<file path="src/rtl/sld_pkg.sv">
// Constants, types and decode helpers for the synthesizer status/lock block.
// Assumes a single 10 MHz core clock; analog levels arrive as comparator flags.
// Operation
// - Status byte shifted out most significant bit first
// - Two programmable address bits allow four devices
// - Address bits follow address-select pin voltage level
// - Sense pin level encoded into three-bit code
// - Lock indicator rises 1024 to 1152 us after lock
// - Lock indicator falls within 128 us of unlock
// - Current-select bit picks high or low pump current
// - Drive-disable bit switches tuning drive amplifier off
// - Lock indicator readable as status bit
// - Code bits sit lowest in status byte
// - Answer only a matching seven-bit address plus direction
package sld_pkg;

  localparam int unsigned CLK_HZ = 10_000_000;
  localparam int unsigned CMP_PERIOD_US = 128;
  localparam int unsigned CMP_PERIOD_CYC = CMP_PERIOD_US * (CLK_HZ / 1_000_000);
  localparam int unsigned LOCK_SET_MIN_US = 1024;
  localparam int unsigned LOCK_SET_MAX_US = 1152;
  localparam int unsigned UNLOCK_MAX_US = 128;
  localparam int unsigned LOCK_PERIODS = LOCK_SET_MIN_US / CMP_PERIOD_US;

  // Fixed upper part of the slave address, then the two select bits and direction
  localparam logic [4:0] ADDR_FIXED = 5'h18;
  localparam logic [3:0] BYTE_BITS = 4'h8;

  // Control byte layout
  localparam int unsigned CTRL_FLAG_BIT = 7;
  localparam int unsigned CURR_SEL_BIT = 6;
  localparam int unsigned TRI_TEST_BIT = 4;
  localparam int unsigned DRV_OFF_BIT = 0;

  // Write byte order after auto-increment
  localparam logic [1:0] IDX_DIV_HI = 2'h0;
  localparam logic [1:0] IDX_CTRL = 2'h2;
  localparam logic [1:0] IDX_PORT = 2'h3;

  // Converter codes
  localparam logic [2:0] CODE_L4 = 3'h4;
  localparam logic [2:0] CODE_L3 = 3'h3;
  localparam logic [2:0] CODE_L2 = 3'h2;
  localparam logic [2:0] CODE_L1 = 3'h1;
  localparam logic [2:0] CODE_L0 = 3'h0;

  // Address-select decodes
  localparam logic [1:0] MA_LOW = 2'h0;
  localparam logic [1:0] MA_OPEN = 2'h1;
  localparam logic [1:0] MA_MID = 2'h2;
  localparam logic [1:0] MA_HIGH = 2'h3;

  typedef enum logic [6:0] {
    ST_IDLE = 7'h01,
    ST_ADDR = 7'h02,
    ST_AACK = 7'h04,
    ST_WDAT = 7'h08,
    ST_WACK = 7'h10,
    ST_RDAT = 7'h20,
    ST_RACK = 7'h40
  } sld_state_t;

  // Thermometer flags (>=0.15, >=0.3, >=0.45, >=0.6 of supply) to code
  function automatic logic [2:0] sld_sense_code(input logic [3:0] cmp);
    if (cmp[3]) return CODE_L4;
    else if (cmp[2]) return CODE_L3;
    else if (cmp[1]) return CODE_L2;
    else if (cmp[0]) return CODE_L1;
    else return CODE_L0;
  endfunction

  // Address pin flags {high>=0.9, mid 0.4..0.6, low<0.1}; none means open
  function automatic logic [1:0] sld_addr_bits(input logic [2:0] cmp);
    if (cmp[0]) return MA_LOW;
    else if (cmp[1]) return MA_MID;
    else if (cmp[2]) return MA_HIGH;
    else return MA_OPEN;
  endfunction

endpackage

</file>
<file path="src/rtl/sld_lock_if.sv">
// Interface between the status controller and the lock detector.
// Both ends run on core_clk; in_phase is already synchronised.
`timescale 1ns/1ps
`default_nettype none
interface sld_lock_if;
  logic in_phase;
  logic locked;
  modport det (input in_phase, output locked);
  modport ctl (output in_phase, input locked);
endinterface
`default_nettype wire

</file>
<file path="src/rtl/sld_lock_det.sv">
// Lock detector: counts clean comparison periods from a core_clk divider.
// Assumes in_phase is synchronous to core_clk.
`timescale 1ns/1ps
`default_nettype none
module sld_lock_det
  import sld_pkg::*;
#(
  parameter int unsigned PERIOD_CYC = CMP_PERIOD_CYC,
  parameter int unsigned NUM_PERIODS = LOCK_PERIODS
) (
  input wire logic core_clk,
  input wire logic reset_n,
  sld_lock_if.det lk
);
  localparam int unsigned PW = $clog2(PERIOD_CYC);
  localparam int unsigned GW = $clog2(NUM_PERIODS + 1);
  localparam logic [PW-1:0] PERIOD_LAST = PW'(PERIOD_CYC - 1);
  localparam logic [GW-1:0] GOOD_LAST = GW'(NUM_PERIODS - 1);

  logic [PW-1:0] period_cnt_q;
  logic [GW-1:0] good_cnt_q;
  logic dirty_q;
  logic locked_q;
  wire tick = (period_cnt_q == PERIOD_LAST);
  wire clean_end = tick && !dirty_q && lk.in_phase;

  // Comparison period divider
  always_ff @(posedge core_clk) begin
    if (!reset_n) period_cnt_q <= '0;
    else if (tick) period_cnt_q <= '0;
    else period_cnt_q <= period_cnt_q + 1'b1;
  end

  // Any unlocked sample spoils the whole period, so a partial period never counts
  always_ff @(posedge core_clk) begin
    if (!reset_n) dirty_q <= 1'b1;
    else if (tick) dirty_q <= 1'b0;
    else if (!lk.in_phase) dirty_q <= 1'b1;
  end

  // Clean-period count and indicator
  always_ff @(posedge core_clk) begin
    if (!reset_n) begin
      good_cnt_q <= '0;
      locked_q <= 1'b0;
    end else if (!lk.in_phase) begin
      good_cnt_q <= '0;
      locked_q <= 1'b0;
    end else if (tick) begin
      good_cnt_q <= clean_end ? good_cnt_q + 1'b1 : '0;
      if (clean_end && good_cnt_q == GOOD_LAST) locked_q <= 1'b1;
    end
  end

  assign lk.locked = locked_q;

  // Helper: cycles of unbroken in-phase, saturating
  logic [15:0] run_q;
  always_ff @(posedge core_clk) begin
    if (!reset_n || !lk.in_phase) run_q <= '0;
    else if (run_q != 16'hFFFF) run_q <= run_q + 1'b1;
  end
  localparam int unsigned RUN_MIN = NUM_PERIODS * PERIOD_CYC - 1;
  localparam int unsigned RUN_MAX = (NUM_PERIODS + 1) * PERIOD_CYC;

  a_lock_too_early: assert property (@(posedge core_clk) disable iff (!reset_n)
    $rose(locked_q) |-> run_q >= RUN_MIN) else $error("lock indicator rose too early");
  a_lock_too_late: assert property (@(posedge core_clk) disable iff (!reset_n)
    run_q == RUN_MAX |-> locked_q) else $error("lock indicator rose too late");
  a_unlock_clears: assert property (@(posedge core_clk) disable iff (!reset_n)
    !lk.in_phase |=> !locked_q) else $error("lock indicator not cleared on unlock");
endmodule // sld_lock_det
`default_nettype wire

</file>
<file path="src/rtl/sld_top.sv">
// Status and control side of the synthesizer: serial slave, address select,
// converter encode, lock indicator, pump and drive control bits.
// Assumes all pin inputs are asynchronous to core_clk; the bus clock is sampled.
`timescale 1ns/1ps
`default_nettype none
module sld_top
  import sld_pkg::*;
#(
  parameter int unsigned PERIOD_CYC = CMP_PERIOD_CYC
) (
  input wire logic core_clk,
  input wire logic reset_n,
  input wire logic scl_pin,
  input wire logic sda_in,
  output logic sda_out,
  output logic sda_oe_n,
  input wire logic [3:0] analog_sense_pin,
  input wire logic [2:0] address_select_pin,
  input wire logic [2:0] port_input,
  input wire logic supply_low,
  input wire logic loop_in_phase,
  output logic address_select_bit_hi,
  output logic address_select_bit_lo,
  output logic conversion_code_bit2,
  output logic conversion_code_bit1,
  output logic conversion_code_bit0,
  output logic phase_locked_indicator,
  output logic power_on_flag,
  output logic pump_current_select,
  output logic pump_tristate_test,
  output logic drive_disable,
  output logic tuning_drive_enable
);
  localparam int unsigned SW = 14;

  // Bus lines reset to their idle high level, so no false edge follows reset
  localparam logic [SW-1:0] SYNC_IDLE = {2'h3, {(SW - 2){1'b0}}};

  // Two-flop synchroniser for every pin input
  logic [SW-1:0] sync1_q;
  logic [SW-1:0] sync2_q;
  always_ff @(posedge core_clk) begin
    if (!reset_n) begin
      sync1_q <= SYNC_IDLE;
      sync2_q <= SYNC_IDLE;
    end else begin
      sync1_q <= {scl_pin, sda_in, analog_sense_pin, address_select_pin, port_input,
                  supply_low, loop_in_phase};
      sync2_q <= sync1_q;
    end
  end

  // Named views of the synchronised inputs
  wire scl_s = sync2_q[13];
  wire sda_s = sync2_q[12];
  wire [3:0] sense_s = sync2_q[11:8];
  wire [2:0] addr_s = sync2_q[7:5];
  wire [2:0] port_s = sync2_q[4:2];
  wire supply_low_s = sync2_q[1];
  wire in_phase_s = sync2_q[0];

  // Delayed copies for edge finding on the sampled bus lines
  logic scl_d_q;
  logic sda_d_q;
  always_ff @(posedge core_clk) begin
    if (!reset_n) begin
      scl_d_q <= 1'b1;
      sda_d_q <= 1'b1;
    end else begin
      scl_d_q <= scl_s;
      sda_d_q <= sda_s;
    end
  end
  wire scl_rise = scl_s && !scl_d_q;
  wire scl_fall = !scl_s && scl_d_q;
  wire start_seen = scl_s && scl_d_q && sda_d_q && !sda_s;
  wire stop_seen = scl_s && scl_d_q && !sda_d_q && sda_s;

  // Lock detector
  sld_lock_if lk ();
  assign lk.in_phase = in_phase_s;
  sld_lock_det #(.PERIOD_CYC(PERIOD_CYC), .NUM_PERIODS(LOCK_PERIODS)) u_lock (
    .core_clk(core_clk),
    .reset_n(reset_n),
    .lk(lk)
  );

  // Level decodes, registered so the status byte sees stable bits
  wire [1:0] ma_w = sld_addr_bits(addr_s);
  wire [2:0] code_w = sld_sense_code(sense_s);
  logic [1:0] ma_q;
  logic [2:0] code_q;
  logic lock_ind_q;
  always_ff @(posedge core_clk) begin
    if (!reset_n) begin
      ma_q <= MA_OPEN;
      code_q <= CODE_L0;
      lock_ind_q <= 1'b0;
    end else begin
      ma_q <= ma_w;
      code_q <= code_w;
      lock_ind_q <= lk.locked;
    end
  end

  logic por_q;
  logic [7:0] shift_q;
  logic [3:0] cnt_q;
  logic oe_n_q;
  logic rw_q;
  logic first_q;
  logic [1:0] widx_q;
  logic curr_sel_q;
  logic tri_test_q;
  logic drv_off_q;
  sld_state_t state_q;

  // Status byte and address compare
  wire [7:0] status_w = {por_q, lock_ind_q, port_s, code_q};
  wire addr_match = (shift_q[7:1] == {ADDR_FIXED, ma_q});
  wire byte_done = scl_fall && (cnt_q == BYTE_BITS);
  wire [1:0] next_idx = first_q ? (shift_q[CTRL_FLAG_BIT] ? IDX_CTRL : IDX_DIV_HI)
                      : (widx_q == IDX_PORT) ? IDX_PORT : widx_q + 2'h1;
  wire rd_end = (state_q == ST_RACK) && scl_rise && sda_s;

  // Serial slave; a start or stop overrides any state mid-byte
  always_ff @(posedge core_clk) begin
    if (!reset_n) begin
      state_q <= ST_IDLE;
      shift_q <= 8'h00;
      cnt_q <= 4'h0;
      oe_n_q <= 1'b1;
      rw_q <= 1'b0;
      first_q <= 1'b0;
      widx_q <= IDX_DIV_HI;
      curr_sel_q <= 1'b0;
      tri_test_q <= 1'b0;
      drv_off_q <= 1'b0;
    end else if (stop_seen) begin
      state_q <= ST_IDLE;
      oe_n_q <= 1'b1;
    end else if (start_seen) begin
      state_q <= ST_ADDR;
      cnt_q <= 4'h0;
      oe_n_q <= 1'b1;
    end else begin
      case (state_q)
        ST_ADDR: begin
          if (scl_rise) begin
            shift_q <= {shift_q[6:0], sda_s};
            cnt_q <= cnt_q + 4'h1;
          end else if (byte_done) begin
            cnt_q <= 4'h0;
            if (addr_match) begin
              oe_n_q <= 1'b0;
              rw_q <= shift_q[0];
              state_q <= ST_AACK;
            end else begin
              state_q <= ST_IDLE;
            end
          end
        end
        ST_AACK: begin
          if (scl_fall) begin
            first_q <= 1'b1;
            if (rw_q) begin
              shift_q <= status_w;
              oe_n_q <= status_w[7];
              state_q <= ST_RDAT;
            end else begin
              oe_n_q <= 1'b1;
              state_q <= ST_WDAT;
            end
          end
        end
        ST_WDAT: begin
          if (scl_rise) begin
            shift_q <= {shift_q[6:0], sda_s};
            cnt_q <= cnt_q + 4'h1;
          end else if (byte_done) begin
            cnt_q <= 4'h0;
            oe_n_q <= 1'b0;
            first_q <= 1'b0;
            widx_q <= next_idx;
            state_q <= ST_WACK;
            if (next_idx == IDX_CTRL) begin
              curr_sel_q <= shift_q[CURR_SEL_BIT];
              tri_test_q <= shift_q[TRI_TEST_BIT];
              drv_off_q <= shift_q[DRV_OFF_BIT];
            end
          end
        end
        ST_WACK: begin
          if (scl_fall) begin
            oe_n_q <= 1'b1;
            state_q <= ST_WDAT;
          end
        end
        ST_RDAT: begin
          if (scl_rise) begin
            cnt_q <= cnt_q + 4'h1;
          end else if (byte_done) begin
            cnt_q <= 4'h0;
            oe_n_q <= 1'b1;
            state_q <= ST_RACK;
          end else if (scl_fall) begin
            shift_q <= {shift_q[6:0], 1'b0};
            oe_n_q <= shift_q[6];
          end
        end
        ST_RACK: begin
          if (rd_end) begin
            state_q <= ST_IDLE; // No acknowledge: bus released
          end else if (scl_fall) begin
            shift_q <= status_w;
            oe_n_q <= status_w[7];
            state_q <= ST_RDAT;
          end
        end
        ST_IDLE: begin
          oe_n_q <= 1'b1;
        end
        default: begin
          state_q <= ST_IDLE;
          oe_n_q <= 1'b1;
        end
      endcase
    end
  end

  // Power-on flag; a supply dip in the same cycle as end of read wins
  always_ff @(posedge core_clk) begin
    if (!reset_n) por_q <= 1'b1;
    else if (supply_low_s) por_q <= 1'b1;
    else if (rd_end) por_q <= 1'b0;
  end

  // Output flops
  always_ff @(posedge core_clk) begin
    if (!reset_n) begin
      tuning_drive_enable <= 1'b1;
      phase_locked_indicator <= 1'b0;
    end else begin
      tuning_drive_enable <= !drv_off_q;
      phase_locked_indicator <= lock_ind_q;
    end
  end

  assign sda_out = 1'b0; // Open drain: only ever pulls low
  assign sda_oe_n = oe_n_q;
  assign address_select_bit_hi = ma_q[1];
  assign address_select_bit_lo = ma_q[0];
  assign conversion_code_bit2 = code_q[2];
  assign conversion_code_bit1 = code_q[1];
  assign conversion_code_bit0 = code_q[0];
  assign power_on_flag = por_q;
  assign pump_current_select = curr_sel_q;
  assign pump_tristate_test = tri_test_q;
  assign drive_disable = drv_off_q;

  a_status_msb_first: assert property (@(posedge core_clk) disable iff (!reset_n)
    (state_q == ST_AACK && scl_fall && rw_q && !stop_seen && !start_seen)
    |=> oe_n_q == $past(status_w[7])) else $error("status byte not MSB first");
  a_addr_nomatch: assert property (@(posedge core_clk) disable iff (!reset_n)
    (state_q == ST_ADDR && byte_done && !addr_match && !stop_seen && !start_seen)
    |=> state_q == ST_IDLE && oe_n_q) else $error("answered a foreign address");
  a_drive_off: assert property (@(posedge core_clk) disable iff (!reset_n)
    $rose(drv_off_q) |=> !tuning_drive_enable) else $error("drive not switched off");
  a_sense_code: assert property (@(posedge core_clk) disable iff (!reset_n)
    $stable(sense_s) |=> code_q == sld_sense_code($past(sense_s)))
    else $error("converter code wrong");
  a_addr_bits: assert property (@(posedge core_clk) disable iff (!reset_n)
    $stable(addr_s) |=> ma_q == sld_addr_bits($past(addr_s)))
    else $error("address bits wrong");
  a_status_lock: assert property (@(posedge core_clk) disable iff (!reset_n)
    lk.locked |-> ##2 phase_locked_indicator) else $error("lock bit not shown");
endmodule // sld_top
`default_nettype wire

</file>
<file path="config.mk">
export PLATFORM = sky130hd
export DESIGN_NAME = sld_top
export DESIGN_NICKNAME = d
export VERILOG_FILES = /design/src/rtl/sld_pkg.sv /design/src/rtl/sld_lock_if.sv /design/src/rtl/sld_lock_det.sv /design/src/rtl/sld_top.sv
export SDC_FILE = /design/constraint.sdc
export NUM_CORES = 1
export LEC_CHECK = 0
export BUFFER_PORTS_ARGS = -buffer_cell sky130_fd_sc_hd__buf_2
export CAP_MARGIN = 30
export CORE_ASPECT_RATIO = 0.9
export CORE_MARGIN = 5
export CORE_UTILIZATION = 60
export DETAILED_ROUTE_END_ITERATION = 16
export PLACE_DENSITY = 0.8
export SYNTH_ARGS = -nofsm -noshare
export SYNTH_HDL_FRONTEND = slang
export SYNTH_SLANG_ARGS = --single-unit
</file>
<file path="constraint.sdc">
create_clock -name core_clk -period 5.9 [get_ports core_clk]
set_input_delay 1.18 -clock core_clk [delete_from_list [all_inputs] [get_ports core_clk]]
set_output_delay 1.18 -clock core_clk [all_outputs]
set_load 0.01 [all_outputs]
</file>
==> impl_table.tex <==
\begin{tabular}{lr}
\hline
Metric & Value \\
\hline
\multicolumn{2}{l}{\textbf{Critical path}} \\
Crit Reg-Reg Startpoint & state\_q[3] \\
Critical Path End Type & flop \\
Category of the most critical setup path & reg -> reg \\
Total buffers and inverters traversed by the critical path & 0 \\
Reg2Reg Setup Slack & 3.09 ns \\
Crit Path Max Fanout & 16 \\
Critical Path Start Type & flop \\
Cell class contributing the biggest share of worst-path delay & simple AND/OR/NAND/NOR gates \\
Worst-path cell chain & or4\_1, nor4b\_4, nor4\_2, nor4\_4, o21ai\_0, a21oi\_1 \\
Highest-delay cell along the critical path & sky130\_fd\_sc\_hd\_\_nor4\_4 \\
Worst EP arrival & 3.09 ns \\
Delay contributed by the slowest stage of the critical path & 0.76 ns \\
Worst Setup SP & state\_q[3] \\
Critical Path RT & 6.17 ns \\
\multicolumn{2}{l}{\textbf{Pwr}} \\
Logic pwr share & 4.3\% \\
Largest voltage drop on the vdd net & 235 µV \\
Power share of the sequential group & 55.0\% \\
Leak & 1.49 nW \\
Total power of the final layout & 1.07 mW \\
Clock share of power & 40.7\% \\
Net switching component of the power & 231 µW \\
Internal power consumption & 836 µW \\
Power per cell area & 281 nW/µm² \\
Net Sw Frac & 21.7\% \\
\multicolumn{2}{l}{\textbf{Floorplanning}} \\
Core Rows & 26 \\
Io pins & 29 \\
DIE AREA & 7300 µm² \\
Vertical die dimension & 81.6 µm \\
Starting density of the core & 61.0\% \\
Core area & 5600 µm² \\
Die X-Extent & 89.5 µm \\
\multicolumn{2}{l}{\textbf{STA}} \\
Max\_slew headroom & 45.5\% \\
Final slew viol count & 0 \\
Endpoints failing setup & 0 \\
Worst clock skew & 0.00910 ns \\
Fin crit share & 47.7\% \\
Setup Total Neg Slack & 0 ns \\
Transition time at the pin with the least slew margin & 0.811 ns \\
Unrepaired setup endpoints after global routing & false \\
Hold violation total from the final report & 0 \\
Fmax & 0.355 GHz \\
Tmin final & 2.81 ns \\
\multicolumn{2}{l}{\textbf{Placed design}} \\
Port Buffer Count & 27 \\
Inst Count DP & 446 \\
Post-DP HPWL & 4420 µm \\
Last weighted congestion value of the routability-driven placer & 0.933 \\
\multicolumn{2}{l}{\textbf{Yosys}} \\
Proportion of synthesized chip area in sequential cells & 48.6\% \\
Flops \& latches, synth & 83 \\
Leading register cell type out of synthesis & sky130\_fd\_sc\_hd\_\_dfxtp\_1 \\
Count of flip-flops with a built-in enable after synthesis & 0 \\
Library cell with the largest summed area after synthesis & sky130\_fd\_sc\_hd\_\_dfxtp\_1 \\
Fraction of post-synthesis cell area in the top cell type by area & 48.6\% \\
Synthesized instance count & 363 \\
Net Count, Synth & 383 \\
Number of different library cells in the post-synthesis netlist & 55 \\
Summed instance area of the synthesized netlist & 3420 µm² \\
Share of flip-flops with an asynchronous set or reset after synthesis & 0\% \\
YS warnings & 0 \\
Mean instance size in the synthesized netlist & 9.41 µm² \\
Leading post-synthesis cells by cell area & sky130\_fd\_sc\_hd\_\_dfxtp\_1 49\%, sky130\_fd\_sc\_hd\_\_and2\_1 5.3\%, sky130\_fd\_sc\_hd\_\_mux2i\_1 4.1\%, sky130\_fd\_sc\_hd\_\_nor2\_1 3.3\%, sky130\_fd\_sc\_hd\_\_a21oi\_1 2.9\% \\
\multicolumn{2}{l}{\textbf{Global route}} \\
Most used routing layer in global routing & met2 \\
Maximum number of pins on one net before global-route repair & 35 \\
Vias in the first global route & 2389 \\
Initial antenna violation count & 0 \\
Combined global-route utilization of all metal layers & 19.2\% \\
Fraction of met3 tracks used by global routing & 6.12\% \\
Wire length of the first global-routing pass & 10900 µm \\
Met2 layer usage reported by global route & 30.3\% \\
Overall overflow remaining after global route & 0 \\
Routing usage on met1 & 24.7\% \\
\multicolumn{2}{l}{\textbf{Clock tree}} \\
Setup fix buffers added after clock tree synthesis & 0 \\
Number of buffers on the longest clock path & 2 \\
Worst-path clk slew & 0.08 ns \\
Hold\_buf cts & 0 \\
Clock network latency to the later pin of the worst-skew pair & 0.34 ns \\
Clock tree from TritonCTS & built \\
Number of clock sinks & 83 \\
Cell at the root of the clock tree & sky130\_fd\_sc\_hd\_\_clkbuf\_8 \\
Num CTS Buffers & 9 \\
Number of H-tree branching levels & 3 \\
Cts repair resizes & 0 \\
\multicolumn{2}{l}{\textbf{Finish}} \\
Post-layout net count & 407 \\
Share of layout cells above drive strength 1 & 14.3\% \\
Fin cells & 462 \\
Filler Cells Inserted & 463 \\
Area taken by multi-input logic gates & 1640 µm² \\
Sequential cell area & 1660 µm² \\
Layout overhead on the synthesized area & 11.0\% \\
Most frequent cells in the layout & 83 x sky130\_fd\_sc\_hd\_\_dfxtp\_1, 30 x sky130\_fd\_sc\_hd\_\_nor2\_1, 29 x sky130\_fd\_sc\_hd\_\_and2\_1, 27 x sky130\_fd\_sc\_hd\_\_buf\_2, 26 x sky130\_fd\_sc\_hd\_\_nand2\_1 \\
Most frequent standard cell in the layout excluding fill and tap cells & sky130\_fd\_sc\_hd\_\_dfxtp\_1 \\
Antenna diodes & 0 \\
\multicolumn{2}{l}{\textbf{Flow run}} \\
Maximum capacitance violations & 0 \\
\multicolumn{2}{l}{\textbf{Routing}} \\
Average vias per placed instance & 5.47 \\
Via count of the routed design & 2526 \\
Routed length per placed instance & 13.3 µm \\
Number of design rule violations left after detail routing & 0 \\
Wire length reported by the detailed router & 6160 µm \\
Violation count after the first detailed-route iteration & 121 \\
Drt first pass iters & 4 \\
Final antenna-violating net count & 0 \\
\multicolumn{2}{l}{\textbf{Min path}} \\
Class of the most critical hold timing path & reg -> reg \\
Hold Startpoint & drive\_disable \\
\multicolumn{2}{l}{\textbf{Outcome}} \\
Result of the run & completed \\
\hline
\end{tabular}
[routing by layer]
metal | up-vias | wire (µm)
met5 | - | 0
met4 | 0 | 41
met3 | 4 | 321
met2 | 67 | 3030
met1 | 1155 | 2770
li1 | 1300 | -
[through the flow]
stage / utilization, % / area, µm² / hold slack [ns] / setup WS (ns)
2_1_floorplan: - / 3420 / 0.386 / 3.67
3_3_place_gp: 63.9 / 3580 / 0.380 / 3.25
3_5_place_dp: 63.9 / 3580 / 0.381 / 3.07
4_1_cts: 67.8 / 3790 / 0.408 / 3.07
5_1_grt: 67.8 / 3790 / 0.435 / 2.84
6_report: 67.8 / 3790 / 0.409 / 3.09
[flip-flops by register name (all words and copies together) (netlist names), 2 cells and up]
register and count:
sync1_q 14, widx_q 2, u_lock.good_cnt_q 4, shift_q 8, code_q 3, cnt_q 4, ma_q 2, u_lock.period_cnt_q 11
state_q 7, sync2_q 14
[worst paths after layout]
path,depth (start not counted),end
worst max-delay path,6,shift_q[1]
worst min-delay path,1,tuning_drive_enable
worst max register to register,6,shift_q[1]
worst min register to register,1,tuning_drive_enable
[cell usage after synthesis (2+ instances only)]
library cell	number
sky130_fd_sc_hd__o21ai_2	2
sky130_fd_sc_hd__xnor2_1	4
sky130_fd_sc_hd__o22ai_1	2
sky130_fd_sc_hd__dfxtp_1	83
sky130_fd_sc_hd__nor2_1	30
sky130_fd_sc_hd__ha_1	4
sky130_fd_sc_hd__nand4b_1	3
sky130_fd_sc_hd__o31ai_1	2
sky130_fd_sc_hd__buf_2	2
sky130_fd_sc_hd__xor2_1	9
sky130_fd_sc_hd__and2_1	29
sky130_fd_sc_hd__o21a_1	3
sky130_fd_sc_hd__nand2b_1	6
sky130_fd_sc_hd__a21oi_1	20
sky130_fd_sc_hd__inv_1	12
sky130_fd_sc_hd__a22oi_1	3
sky130_fd_sc_hd__nor3b_1	3
sky130_fd_sc_hd__nor3b_4	2
sky130_fd_sc_hd__nor4b_1	2
sky130_fd_sc_hd__o21ai_0	16
sky130_fd_sc_hd__a21oi_2	2
sky130_fd_sc_hd__nor3_1	6
sky130_fd_sc_hd__or4_1	3
sky130_fd_sc_hd__nand3b_1	3
sky130_fd_sc_hd__nand2_1	26
sky130_fd_sc_hd__nor2b_1	12
sky130_fd_sc_hd__nand4_1	4
sky130_fd_sc_hd__a31oi_1	2
sky130_fd_sc_hd__and4b_1	3
sky130_fd_sc_hd__nand3_1	9
sky130_fd_sc_hd__clkbuf_1	11
sky130_fd_sc_hd__and3_1	3
sky130_fd_sc_hd__a2bb2oi_1	2
sky130_fd_sc_hd__a21boi_0	2
sky130_fd_sc_hd__nor2_2	2
sky130_fd_sc_hd__a211oi_1	2
sky130_fd_sc_hd__mux2i_1	14
sky130_fd_sc_hd__nor4_1	3
[kinds of logic (layout without fill, tap and decap cells)]
logic type / count (synthesis) / count (layout) / share of synthesized area, %
buffers and inverters: 27 / 56 / 3.37
AND/OR/NAND/NOR: 157 / 157 / 27.4
multiplexers: 14 / 14 / 4.10
adder cells (fa/ha/maj): 4 / 4 / 1.47
AO/OA/AOI/OAI: 64 / 64 / 11.6
other: 1 / 1 / 0.110
XOR/XNOR: 13 / 13 / 3.33
flip-flops: 83 / 83 / 48.6
[layout make-up]
type | count | share of cell area [%]
sequential | 83 | 43.8
multi-input combinational | 253 | 43.2
timing repair buffer | 28 | 3.76
clock buffer | 11 | 3.46
tap | 70 | 2.31
clock inverter | 5 | 2.24
inverter | 12 | 1.19
[power by group through the flow]
stage               Combinational, mW  Clock, mW  Sequential (mW)
floorplan                      0.0382          0            0.594
global placement               0.0448          0            0.599
finish                         0.0458      0.434            0.587
CTS                            0.0461      0.447            0.587
global route                   0.0517      0.475            0.590
detailed placement             0.0456          0            0.600
(Power assumes the default switching activity.)
